File: src/hw/uncore_event_regs.svh
// Event numbers, unit-mask bit positions and widths of the home/memory event selector
`ifndef UNCORE_EVENT_REGS_SVH
`define UNCORE_EVENT_REGS_SVH

// ==========================================================
// Event numbers
`define EVT_NUM_W          8
`define EVT_PRIO_UPDATE    8'h31
`define EVT_DRAM_RETRY     8'h32
`define EVT_FORCE_ACK      8'h33
`define EVT_REQ_SLEEP      8'h34

// ==========================================================
// Unit-mask bit positions
`define UMASK_CH0          0
`define UMASK_CH1          1
`define UMASK_CH2          2
`define UMASK_IO_HUB       0
`define UMASK_REMOTE       1
`define UMASK_LOCAL        2
`define UMASK_IO_HUB_ORDER 0
`define UMASK_REM_ORDER    1
`define UMASK_LOC_ORDER    2
`define UMASK_IO_HUB_CONFL 3
`define UMASK_REM_CONFLICT 4
`define UMASK_LOC_CONFLICT 5

// ==========================================================
// Widths
`define NUM_CHAN           3
`define CHAN_W             2
`define NUM_DEST           3
`define NUM_SLEEP_CAUSE    6
`define ADDR_WIDTH         32
`define INCR_W             3

`endif

File: src/hw/uncore_event_pkg.sv
// Types shared by the home/memory event selector
`default_nettype none
`include "uncore_event_regs.svh"

package uncore_event_pkg;

   // ==========================================================
   // Occurrences seen in one cycle, one bit per qualifier
   typedef struct packed {
      logic [`NUM_SLEEP_CAUSE-1:0] sleep;
      logic [`NUM_DEST-1:0]        force_ack;
      logic [`NUM_CHAN-1:0]        retry;
      logic [`NUM_CHAN-1:0]        prio_update;
   } event_vec_t;

   // ==========================================================
   // Request arriving at the home logic
   typedef struct packed {
      logic [`ADDR_WIDTH-1:0] addr;
      logic [`CHAN_W-1:0]     chan;
      logic                   isochronous_class;
   } mem_req_t;

   // ==========================================================
   // Home logic request slot
   typedef struct packed {
      logic                   valid;
      logic                   issued;
      logic                   asleep;
      logic [`CHAN_W-1:0]     chan;
      logic [`ADDR_WIDTH-1:0] addr;
   } slot_t;

endpackage
`default_nettype wire

File: src/hw/event_match_unit.sv
// Selects the occurrences named by event number and unit mask and counts them
`timescale 1ns/100ps
`default_nettype none
`include "uncore_event_regs.svh"

module event_match_unit (
   input  wire logic [`EVT_NUM_W-1:0]         event_num_in,
   input  wire logic [`EVT_NUM_W-1:0]         unit_mask_in,
   input  wire uncore_event_pkg::event_vec_t  events_in,
   output logic [`INCR_W-1:0]                 incr_out
);
   import uncore_event_pkg::*;

   logic [`NUM_SLEEP_CAUSE-1:0] group_bits;

   function automatic logic [`INCR_W-1:0] popcount(input logic [`NUM_SLEEP_CAUSE-1:0] v);
      logic [`INCR_W-1:0] n;
      n = '0;
      for (int i = 0; i < `NUM_SLEEP_CAUSE; i++) begin
         n = n + `INCR_W'(v[i]);
      end
      return n;
   endfunction

   // ==========================================================
   // Event group select
   always_comb begin
      case (event_num_in)
         `EVT_PRIO_UPDATE: group_bits = {3'h0, events_in.prio_update}; // [RULE_01]
         `EVT_DRAM_RETRY:  group_bits = {3'h0, events_in.retry};       // [RULE_03] [RULE_04]
         `EVT_FORCE_ACK:   group_bits = {3'h0, events_in.force_ack};   // [RULE_06] [RULE_07]
         `EVT_REQ_SLEEP:   group_bits = events_in.sleep;              // [RULE_08] [RULE_09]
         default:          group_bits = '0;
      endcase
   end

   // Each selected occurrence adds one
   always_comb begin
      incr_out = popcount(group_bits & unit_mask_in[`NUM_SLEEP_CAUSE-1:0]); // [RULE_11]
   end

endmodule
`default_nettype wire

File: src/hw/uncore_home_memory_event_select.sv
// Home logic request table with event selection and counting
// Operation
// (RULE_01) Event 31H with mask 07H counts every priority update sent on any channel.
// (RULE_02) An isochronous request that matches an issued normal request sends a priority update; none is sent while req_ready_out is low (table full).
// (RULE_03) Event 32H with masks 01H, 02H, 04H counts retries on channel 0, 1 and 2.
// (RULE_04) Event 32H with mask 07H counts retries on any channel.
// (RULE_05) Retries count only while the memory controller is in reliability mode.
// (RULE_06) Event 33H with masks 01H, 02H, 04H counts force-ack conflicts to I/O hub, remote, local.
// (RULE_07) Event 33H with mask 07H counts every force-ack conflict message.
// (RULE_08) Event 34H with masks 01H, 02H, 04H counts ordering sleeps from I/O hub, remote, local.
// (RULE_09) Event 34H with masks 08H, 10H, 20H counts address-conflict sleeps from the same sources.
// (RULE_10) A sleeping request is never scheduled to the memory controller queue.
// (RULE_11) With several mask bits set, an occurrence matching any selected bit counts.
`timescale 1ns/100ps
`default_nettype none
`include "uncore_event_regs.svh"

module uncore_home_memory_event_select #(
   parameter int NUM_SLOTS = 4,
   parameter int COUNT_W   = 48,
   parameter int SLOT_W    = $clog2(NUM_SLOTS)
) (
   input  wire logic                            sys_clk_in,
   input  wire logic                            rst_n_in,
   input  wire logic [`EVT_NUM_W-1:0]           event_num_in,
   input  wire logic [`EVT_NUM_W-1:0]           unit_mask_in,
   input  wire logic                            count_clear_in,
   input  wire logic                            ras_mode_in,
   input  wire logic [`NUM_CHAN-1:0]            retry_in,
   input  wire logic [`NUM_DEST-1:0]            force_ack_in,
   input  wire logic                            req_valid_in,
   input  wire uncore_event_pkg::mem_req_t      req_in,
   input  wire logic                            sleep_valid_in,
   input  wire logic [SLOT_W-1:0]               sleep_slot_in,
   input  wire logic [`NUM_SLEEP_CAUSE-1:0]     sleep_cause_in,
   input  wire logic                            wake_valid_in,
   input  wire logic [SLOT_W-1:0]               wake_slot_in,
   input  wire logic                            done_valid_in,
   input  wire logic [SLOT_W-1:0]               done_slot_in,
   output logic                                 req_ready_out,
   output logic                                 sched_valid_out,
   output logic [SLOT_W-1:0]                    sched_slot_out,
   output logic [`ADDR_WIDTH-1:0]               sched_addr_out,
   output logic [`CHAN_W-1:0]                   sched_chan_out,
   output logic                                 prio_update_valid_out,
   output logic [SLOT_W-1:0]                    prio_update_slot_out,
   output logic [`CHAN_W-1:0]                   prio_update_chan_out,
   output logic [COUNT_W-1:0]                   count_out
);
   import uncore_event_pkg::*;

   // ==========================================================
   // Declarations
   slot_t                        slots [NUM_SLOTS];
   slot_t                        next_slots [NUM_SLOTS];
   logic                         next_req_ready;
   logic                         next_sched_valid;
   logic [SLOT_W-1:0]            next_sched_slot;
   logic [`ADDR_WIDTH-1:0]       next_sched_addr;
   logic [`CHAN_W-1:0]           next_sched_chan;
   logic                         next_prio_valid;
   logic [SLOT_W-1:0]            next_prio_slot;
   logic [`CHAN_W-1:0]           next_prio_chan;
   logic                         sched_found;
   logic                         match_found;
   logic [SLOT_W-1:0]            match_slot;
   logic                         free_found;
   logic [SLOT_W-1:0]            free_slot;
   logic                         sleep_taken;
   event_vec_t                   events;
   logic [`INCR_W-1:0]           incr;
   logic [COUNT_W-1:0]           count;
   logic [COUNT_W-1:0]           next_count;

   function automatic logic [`NUM_CHAN-1:0] chan_onehot(input logic [`CHAN_W-1:0] ch);
      logic [`NUM_CHAN-1:0] v;
      v = '0;
      for (int i = 0; i < `NUM_CHAN; i++) begin
         if (ch == `CHAN_W'(i)) begin
            v[i] = 1'b1;
         end
      end
      return v;
   endfunction

   // ==========================================================
   // Slot lookup
   always_comb begin
      match_found = 1'b0;
      match_slot  = '0;
      free_found  = 1'b0;
      free_slot   = '0;
      for (int i = 0; i < NUM_SLOTS; i++) begin
         if (!match_found && slots[i].valid && slots[i].issued &&
             slots[i].addr == req_in.addr) begin
            match_found = 1'b1;
            match_slot  = SLOT_W'(i);
         end
         if (!free_found && !slots[i].valid) begin
            free_found = 1'b1;
            free_slot  = SLOT_W'(i);
         end
      end
   end

   // ==========================================================
   // Slot table next state
   always_comb begin
      for (int i = 0; i < NUM_SLOTS; i++) begin
         next_slots[i] = slots[i];
      end
      next_sched_valid = 1'b0;
      next_sched_slot  = '0;
      next_sched_addr  = '0;
      next_sched_chan  = '0;
      next_prio_valid  = 1'b0;
      next_prio_slot   = '0;
      next_prio_chan   = '0;
      sched_found      = 1'b0;
      sleep_taken      = 1'b0;

      // Lowest-index ready slot goes to the queue; a slot put to sleep now is skipped
      for (int i = 0; i < NUM_SLOTS; i++) begin
         if (!sched_found && slots[i].valid && !slots[i].issued &&
             !slots[i].asleep &&                                     // [RULE_10]
             !(sleep_valid_in && sleep_slot_in == SLOT_W'(i))) begin // [RULE_10]
            sched_found          = 1'b1;
            next_sched_valid     = 1'b1;
            next_sched_slot      = SLOT_W'(i);
            next_sched_addr      = slots[i].addr;
            next_sched_chan      = slots[i].chan;
            next_slots[i].issued = 1'b1;
         end
      end

      if (wake_valid_in) begin
         next_slots[wake_slot_in].asleep = 1'b0;
      end

      // Sleep of an awake slot wins over a wake of it in the same cycle; an asleep slot is woken
      if (sleep_valid_in && slots[sleep_slot_in].valid &&
          !slots[sleep_slot_in].issued && !slots[sleep_slot_in].asleep) begin
         next_slots[sleep_slot_in].asleep = 1'b1;                    // [RULE_10]
         sleep_taken                      = 1'b1;
      end

      if (done_valid_in) begin
         next_slots[done_slot_in] = '0;
      end

      if (req_valid_in && req_ready_out) begin
         if (req_in.isochronous_class && match_found) begin
            next_prio_valid = 1'b1;                                  // [RULE_02]
            next_prio_slot  = match_slot;                            // [RULE_02]
            next_prio_chan  = slots[match_slot].chan;                // [RULE_02]
         end else if (free_found) begin
            next_slots[free_slot].valid  = 1'b1;
            next_slots[free_slot].issued = 1'b0;
            next_slots[free_slot].asleep = 1'b0;
            next_slots[free_slot].chan   = req_in.chan;
            next_slots[free_slot].addr   = req_in.addr;
         end
      end

      next_req_ready = 1'b0;
      for (int i = 0; i < NUM_SLOTS; i++) begin
         if (!next_slots[i].valid) begin
            next_req_ready = 1'b1;
         end
      end
   end

   always_ff @(posedge sys_clk_in) begin
      if (!rst_n_in) begin
         for (int i = 0; i < NUM_SLOTS; i++) begin
            slots[i] <= '0;
         end
         req_ready_out         <= 1'b0;
         sched_valid_out       <= 1'b0;
         sched_slot_out        <= '0;
         sched_addr_out        <= '0;
         sched_chan_out        <= '0;
         prio_update_valid_out <= 1'b0;
         prio_update_slot_out  <= '0;
         prio_update_chan_out  <= '0;
      end else begin
         for (int i = 0; i < NUM_SLOTS; i++) begin
            slots[i] <= next_slots[i];
         end
         req_ready_out         <= next_req_ready;
         sched_valid_out       <= next_sched_valid;
         sched_slot_out        <= next_sched_slot;
         sched_addr_out        <= next_sched_addr;
         sched_chan_out        <= next_sched_chan;
         prio_update_valid_out <= next_prio_valid;
         prio_update_slot_out  <= next_prio_slot;
         prio_update_chan_out  <= next_prio_chan;
      end
   end

   // ==========================================================
   // Occurrences of this cycle
   always_comb begin
      events.prio_update = next_prio_valid ? chan_onehot(next_prio_chan) : '0; // [RULE_01]
      events.retry       = retry_in & {`NUM_CHAN{ras_mode_in}};                // [RULE_05]
      events.force_ack   = force_ack_in;                                       // [RULE_06]
      events.sleep       = sleep_cause_in & {`NUM_SLEEP_CAUSE{sleep_taken}};   // [RULE_08]
   end

   event_match_unit u_match (
      .event_num_in (event_num_in),
      .unit_mask_in (unit_mask_in),
      .events_in    (events),
      .incr_out     (incr)
   );

   // ==========================================================
   // Event counter
   always_comb begin
      if (count_clear_in) begin
         next_count = '0;
      end else begin
         next_count = count + COUNT_W'(incr); // [RULE_04] [RULE_07] [RULE_09]
      end
   end

   always_ff @(posedge sys_clk_in) begin
      if (!rst_n_in) begin
         count <= '0;
      end else begin
         count <= next_count;
      end
   end

   assign count_out = count;

endmodule
`default_nettype wire
File: config.mk
export PLATFORM = sky130hd
export DESIGN_NAME = uncore_home_memory_event_select
export DESIGN_NICKNAME = d
export VERILOG_FILES = /design/src/hw/uncore_event_pkg.sv /design/src/hw/event_match_unit.sv /design/src/hw/uncore_home_memory_event_select.sv
export VERILOG_INCLUDE_DIRS = /design/src /design/src/hw
export SDC_FILE = /design/constraint.sdc
export NUM_CORES = 1
export LEC_CHECK = 0
export BUFFER_PORTS_ARGS = -buffer_cell sky130_fd_sc_hd__buf_2
export CAP_MARGIN = 20
export CORE_ASPECT_RATIO = 1.25
export CORE_UTILIZATION = 31
export CTS_CLUSTER_DIAMETER = 50
export DETAILED_ROUTE_END_ITERATION = 6
export PLACE_DENSITY = 0.5
export SLEW_MARGIN = 10
export SYNTH_ARGS = -nofsm -noshare
export SYNTH_HDL_FRONTEND = slang
export SYNTH_SLANG_ARGS = --single-unit
File: constraint.sdc
create_clock -name sys_clk_in -period 6.2 [get_ports sys_clk_in]
set_clock_uncertainty 0.05 [all_clocks]
set_input_delay 0.62 -clock sys_clk_in [delete_from_list [all_inputs] [get_ports sys_clk_in]]
set_output_delay 0.62 -clock sys_clk_in [all_outputs]
set_load 0.02 [all_outputs]
Word level (Yosys, flattened, before mapping)
Memory sizes are Yosys's and may differ from the RTL's.
Index checks and enable logic that the tools add are counted.

storage, ports and cells
  register bits after elaboration = 91
  bits in writable memories = 148
  logic and storage cells = 204
  memories = 1

cells by class
  $add $sub $neg = 6
  $lt $le $gt $ge = 8
  equality and inequality tests = 13
  mux-type cells = 82
  bitwise gates (word level) = 14
  reduce and logical (&&, ||, !) cells = 71

memories
  name   depth  width  read ports  clocked after Yosys merged registers in  wr ports  line                                   source
  slots  4      37     6           0                                        4         uncore_home_memory_event_select.sv:54  slot_t slots [NUM_SLOTS];

operator list
  kind                  number
  $bwmux W148           7
  $mux W148             6
  $demux W37 S2         8
  $mux W37              6
  $mux W32              5
  $and A148 B148 Y148   1
  $not A148 Y148        1
  $eq A32 B32 Y1        4
  $mux W35              3
  $add A48 B3 Y48       1
  $logic_and A1 B1 Y1   42
  $mux W36              1
  $mux W34              1
  $eq A8 B6 Y1 const B  4
  $mux W1               31
  $logic_not A1 Y1      25
  $mux W2               12
  $pmux W6 S4           1
  $add A3 B1 Y3         4
  $and A6 B6 Y6         2
  $ge A3 B3 Y1 const B  4
  $lt A3 B1 Y1 const B  4
  $not A2 Y3            4
  $eq A2 B2 Y1 const B  3
  9 further kinds       14

Longest topological paths before layout
An unclocked memory read counts as a cell.

  depth in word-level cells = 42
  mapped depth = 27
  depth with buffers taken out = 24

Hierarchy
Synthesis repeated with hierarchy kept, for this count alone.

second synthesis, totals
  cell total of the unflattened synthesis = 1,326
  area total of the unflattened synthesis = 11,527.3 µm²

by module, submodules not included
  module                           times used  cells an instance  area an instance (µm²)  seq. area each (µm²)
  uncore_home_memory_event_select  1           1,297              11,252.0                4,784.6
  event_match_unit                 1           29                 275.3                   0.0

Least setup slack after synthesis
OpenSTA, ideal clock, no wires.

  kind = input -> register
  from = input req_in[16] (netlist name)
  to = register count[42] (netlist: count_out[42])
  arrival time = 6.708 ns
  required time = 6.080 ns
  setup slack = -0.629 ns
  stages on the path = 23
  path through = buf_2 > xnor2_1 > nand4_1 > or4b_1 > nor4_1 > a221oi_1 > o21ai_0 > nand3b_1 > a21oi_1 > ha_1 > inv_1 > fa_1 > fa_1 > fa_1 > fa_1 > nor2b_1 > o21ai_0 > nor4b_2 > nand2_2 > or4_1 > buf_2 > or3_1 > a21oi_1

between the ends
  longest elaborated chain between the ends = 32

ends and longest elaborated chain
  element                                           line                                    source
  start: declaration                                uncore_home_memory_event_select.sv:32   input wire uncore_event_pkg::mem_req_t req_in,
  $eq A32 B32 Y1                                    uncore_home_memory_event_select.sv:95   slots[i].addr == req_in.addr) begin
  $logic_and A1 B1 Y1                               uncore_home_memory_event_select.sv:94   if (!match_found && slots[i].valid && slots[i].issued &&
  $mux W1                                           uncore_home_memory_event_select.sv:94
  $logic_not A1 Y1                                  uncore_home_memory_event_select.sv:94
  $logic_and A1 B1 Y1 (3 in series)                 uncore_home_memory_event_select.sv:94
  $mux W1                                           uncore_home_memory_event_select.sv:94
  $logic_not A1 Y1                                  uncore_home_memory_event_select.sv:94
  $logic_and A1 B1 Y1 (3 in series)                 uncore_home_memory_event_select.sv:94
  [9 not listed]                                    -
  $eq A2 B1 Y1 or $logic_not A2 Y1 (tied branches)  uncore_home_memory_event_select.sv:79   if (ch == `CHAN_W'(i)) begin
  $mux W1                                           uncore_home_memory_event_select.sv:79
  $mux W3 *                                         uncore_home_memory_event_select.sv:204  events.prio_update = next_prio_valid ? chan_onehot(next_prio_chan) : '0;
  $pmux W6 S4 *                                     event_match_unit.sv:28                  case (event_num_in)
  $and A6 B6 Y6 *                                   event_match_unit.sv:39                  incr_out = popcount(group_bits & unit_mask_in[`NUM_SLEEP_CAUSE-1:0]);
  $add A1 B1 Y2                                     event_match_unit.sv:20                  n = n + `INCR_W'(v[i]);
  $add A3 B1 Y3 * (4 in series)                     event_match_unit.sv:20
  $add A48 B3 Y48 *                                 uncore_home_memory_event_select.sv:223  next_count = count + COUNT_W'(incr);
  end signal: assignment                            uncore_home_memory_event_select.sv:231  count <= next_count;
  end: declaration                                  uncore_home_memory_event_select.sv:72   logic [COUNT_W-1:0] count;

Every way passes the cells marked *; elsewhere a longest branch is shown, timed or not.
A chain may end at the register's enable or synchronous reset.

Worst setup path in the final report
Ends and elaborated chain as after synthesis.

==> flow_results.xml <==
<?xml version="1.0" encoding="UTF-8"?>
<metrics>
  <group name="yosys">
    <metric name="synth.avg_cell_area" unit="um2">8.36</metric>
    <metric name="synth_top_area_share" unit="%">38.4</metric>
    <metric name="syn_nets" unit="">1575</metric>
    <metric name="synth.largest_area_cell" unit="">dfxtp_1</metric>
    <metric name="yosys-top-cells-area" unit="">dfxtp_1 (38%), xor2_1 (9.6%), nor2_1 (4.5%)</metric>
    <metric name="syn-instance-count" unit="">1490</metric>
    <metric name="synth_edf_count" unit="">0</metric>
    <metric name="yosys_warnings" unit="">0</metric>
    <metric name="synth_seq_cells" unit="">239</metric>
    <metric name="netlist-cell-type-count" unit="">62</metric>
    <metric name="synth_sequential_area_ratio" unit="%">38.4</metric>
    <metric name="asyncSetResetFlopFracSynth" unit="%">0</metric>
    <metric name="synth_area" unit="um2">12500</metric>
    <metric name="synthFlopType" unit="">dfxtp_1</metric>
  </group>
  <group name="drt">
    <metric name="drc_errors" unit="">0</metric>
    <metric name="final_antenna_net_count" unit="">0</metric>
    <metric name="totalWireLength" unit="mm">43.8</metric>
    <metric name="vias_per_cell" unit="">5.17</metric>
    <metric name="drt_iter0_drc" unit="">732</metric>
    <metric name="met1_length" unit="mm">18.9</metric>
    <metric name="drt_pre_antenna_iters" unit="">5</metric>
    <metric name="route.met2.wl" unit="mm">21.5</metric>
    <metric name="per_cell_routed_wire_length" unit="um">19.8</metric>
    <metric name="met3RoutedLength" unit="mm">2.06</metric>
    <metric name="topRoutingLayerUsed" unit="">met5</metric>
    <metric name="vias" unit="">11500</metric>
  </group>
  <group name="flow_run">
    <metric name="max_cap_violations" unit="">0</metric>
  </group>
  <group name="critical_path">
    <metric name="ordered_cell_list_for_the_critical_path" unit="">buf_2, buf_4, xor2_1, nor4_2, buf_4, nand4_1, nor4_2, a221oi_4, o21ai_2, nand3_1, a21oi_1, ha_1, inv_1, fa_1, fa_2, fa_1, fa_2, nor2b_4, o21ai_4, nor4b_4, nand2_2, or4_4, or3_1, a21oi_1</metric>
    <metric name="endpoint_kind_of_the_worst_setup_timing_path" unit="">register</metric>
    <metric name="worstRegToRegCells" unit="">22</metric>
    <metric name="data_required_time_at_the_worst_endpoint" unit="ps">6580</metric>
    <metric name="timing_worst_setup_path_type" unit="">input pin to register</metric>
    <metric name="regToRegStartpoint" unit="">slots[3][24]</metric>
    <metric name="crit_fanout" unit="">5</metric>
    <metric name="critical_path_arrival" unit="ps">6450</metric>
    <metric name="worstSetupStartpointType" unit="">input pin</metric>
    <metric name="r2r_slack" unit="ps">150</metric>
    <metric name="critPathSlowestCell" unit="">fa_1</metric>
    <metric name="worstReg2RegEnd" unit="">count_out[42]</metric>
    <metric name="cp_slowest_stage_delay" unit="ps">530</metric>
  </group>
  <group name="pwr">
    <metric name="p_comb_share" unit="%">8.4</metric>
    <metric name="max-vdd-ir-drop" unit="mV">0.169</metric>
    <metric name="power.share.clock" unit="%">52.0</metric>
    <metric name="p_switching" unit="uW">999</metric>
    <metric name="register_share_of_total_power" unit="%">39.5</metric>
    <metric name="post-layout-total-power" unit="mW">3.98</metric>
    <metric name="cellInternalPower" unit="mW">2.98</metric>
    <metric name="leakage" unit="nW">6.81</metric>
    <metric name="p_per_area" unit="nW/um2">254</metric>
    <metric name="sw_frac_of_total" unit="%">25.1</metric>
  </group>
  <group name="grt">
    <metric name="grt_first_pass_wirelength" unit="mm">66.4</metric>
    <metric name="via_count_of_the_first_global_routing_pass" unit="">10900</metric>
    <metric name="overflow" unit="">0</metric>
    <metric name="number_of_antenna_violations_at_the_first_check_in_global_routing" unit="">1</metric>
    <metric name="globalRouteTotalUtil" unit="%">21.1</metric>
    <metric name="grt_start_max_net_pins" unit="">82</metric>
  </group>
  <group name="cells_and_area">
    <metric name="area_delta_synth_final" unit="%">25.4</metric>
    <metric name="mostFrequentLayoutCells" unit="">dfxtp_1 (237), buf_2 (164), nor2_1 (150)</metric>
    <metric name="antenna_cells_inserted" unit="">0</metric>
    <metric name="nets" unit="">1779</metric>
    <metric name="final-instance-count-excl-fill" unit="">2216</metric>
    <metric name="drive_gt1_share" unit="%">22.9</metric>
    <metric name="mostFrequentLayoutCell" unit="">dfxtp_1</metric>
    <metric name="num-fill-cells" unit="">4047</metric>
  </group>
  <group name="place">
    <metric name="finalWeightedCongestion" unit="">0.966</metric>
    <metric name="place_inst" unit="">2153</metric>
    <metric name="place_hpwl" unit="mm">31.2</metric>
    <metric name="count_of_input_and_output_buffers" unit="">165</metric>
  </group>
  <group name="clock_tree">
    <metric name="numCtsBuffers" unit="">34</metric>
    <metric name="hold_buffers" unit="">0</metric>
    <metric name="htree_num_levels" unit="">2</metric>
    <metric name="root_buffer" unit="">clkbuf_16</metric>
    <metric name="insertion_delay" unit="ps">520</metric>
    <metric name="cts_max_path_buffers" unit="">3</metric>
    <metric name="clkSlewWorstSetupHoldPaths" unit="ps">60</metric>
    <metric name="cts_tree" unit="">done</metric>
    <metric name="cts.sinks" unit="">239</metric>
  </group>
  <group name="die">
    <metric name="dieWidth" unit="um">181</metric>
    <metric name="std_cell_rows" unit="">81</metric>
    <metric name="die_height" unit="um">226</metric>
    <metric name="overall_die_area" unit="um2">41000</metric>
    <metric name="initial_core_util" unit="%">31.6</metric>
    <metric name="num_io_pins" unit="">168</metric>
    <metric name="fp.coreArea" unit="um2">39400</metric>
  </group>
  <group name="min_path">
    <metric name="worst_hold_path.endpoint" unit="">slots[0][33]</metric>
    <metric name="min-delay-start" unit="">req_in[2]</metric>
    <metric name="holdPathStages" unit="">3</metric>
    <metric name="min_path_type" unit="">input pin to register</metric>
  </group>
  <group name="timing">
    <metric name="unrepaired_setup_endpoints_after_global_routing" unit="">true</metric>
    <metric name="setup_viol" unit="">0</metric>
    <metric name="worst-slew-pin-transition" unit="ps">1050</metric>
    <metric name="layout_worst_path_cycle_share" unit="%">97.8</metric>
    <metric name="achievable-frequency" unit="MHz">165</metric>
    <metric name="fin_crit" unit="ps">6070</metric>
    <metric name="timing.final.max_slew_violations" unit="">0</metric>
    <metric name="max_slew_margin" unit="%">30.2</metric>
    <metric name="final_hold_viol_count" unit="">0</metric>
  </group>
  <group name="run_status">
    <metric name="status" unit="">finished clean</metric>
  </group>
</metrics>
## cells by family after synthesis
group	count (synthesis)	synth area share, %
compound gates	267	14.3
xor+xnor	166	11.7
fa+ha+maj	8	1.04
buf+inv	171	6.79
flops	239	38.4
mux	35	2.81
simple gates	604	25.0
## synth_stat cells (27+ instances only)
cell type	n
buf_2	38
inv_1	53
nor4_1	47
nand2_1	114
nand3_1	65
and2_1	36
o21ai_0	81
o21a_1	71
mux2i_1	35
dfxtp_1	239
xnor2_1	30
a22oi_1	71
nand4_1	27
and3_1	77
clkbuf_1	55
nor2_1	151
xor2_1	136
## per-layer routing
layer | up-vias | global-route usage, %
li1 | 5566 | -
met1 | 5490 | 26.0
met2 | 338 | 37.4
met3 | 68 | 3.23
met4 | 2 | 6.92
met5 | - | 0
## state kept, by name, summed over array words and instances, names as in the netlist
name                   flops
sched_chan_out             2
sched_addr_out            32
sched_valid_out            1
slots                    148
req_ready_out              1
count_out                 48
prio_update_slot_out       2
prio_update_valid_out      1
sched_slot_out             2
prio_update_chan_out       2
## power groups by stage
stage	Clock, mW	Combinational [mW]	Sequential (mW)
floorplan	0	0.182	1.60
global placement	0	0.328	1.60
detailed placement	0	0.328	1.60
CTS	2.12	0.331	1.57
global route	2.19	0.358	1.57
finish	2.07	0.336	1.57
## metrics by stage
stage                     util, %  setup TNS, ps  setup slack [ps]  cell area (um2)  hold slack [ps]
after global placement       36.1          -5440              -504            14200              414
final                        39.7              0               134            15600              369
after CTS                    39.2              0              58.5            15500              339
after floorplan                 -          -60.7             -60.7            12500              399
after global routing         39.7           -934              -148            15600              373
after detailed placement     36.1          -6380              -516            14200              416
## worst max path at each step
| stage | startpoint | endpoint | depth (start not counted) | slack [ps] |
|---|---|---|---|---|
| 6_report | req_in[16] | count_out[42] | 24 | 130 |
| 4_1_cts | slots[2][2] | count_out[42] | 22 | 60 |
| 3_5_place_dp | req_in[16] | count_out[42] | 24 | -520 |
| 2_1_floorplan | req_in[28] | count_out[42] | 24 | -60 |
| 5_1_grt | req_in[16] | count_out[42] | 24 | -150 |
| 3_3_place_gp | req_in[31] | count_out[47] | 28 | -500 |
## critical path, delay by kind of cell
kind | cells | cell delay [ps]
XOR/XNOR | 1 | 200
AO/OA/AOI/OAI | 5 | 700
buffers and inverters | 4 | 530
adder cells (fa/ha/maj) | 5 | 1940
AND/OR/NAND/NOR | 9 | 2450
## area by class of cell
| cell class | instances | area (um2) | share of cell area [%] |
|---|---|---|---|
| clock buffers | 41 | 908 | 5.81 |
| clock inverters | 19 | 278 | 1.78 |
| inverters | 53 | 199 | 1.27 |
| multi-input cells | 1080 | 7090 | 45.4 |
| flip-flops and latches | 239 | 4790 | 30.6 |
| well taps | 498 | 623 | 3.99 |
| repair buffers | 286 | 1750 | 11.2 |
## what timing repair did
item	in CTS	in global routing
setup endpoints to repair	7	18
resized for setup	5	27
pin swaps	2	12
buffers inserted	0	3
Power figures use the tool's default switching activity.
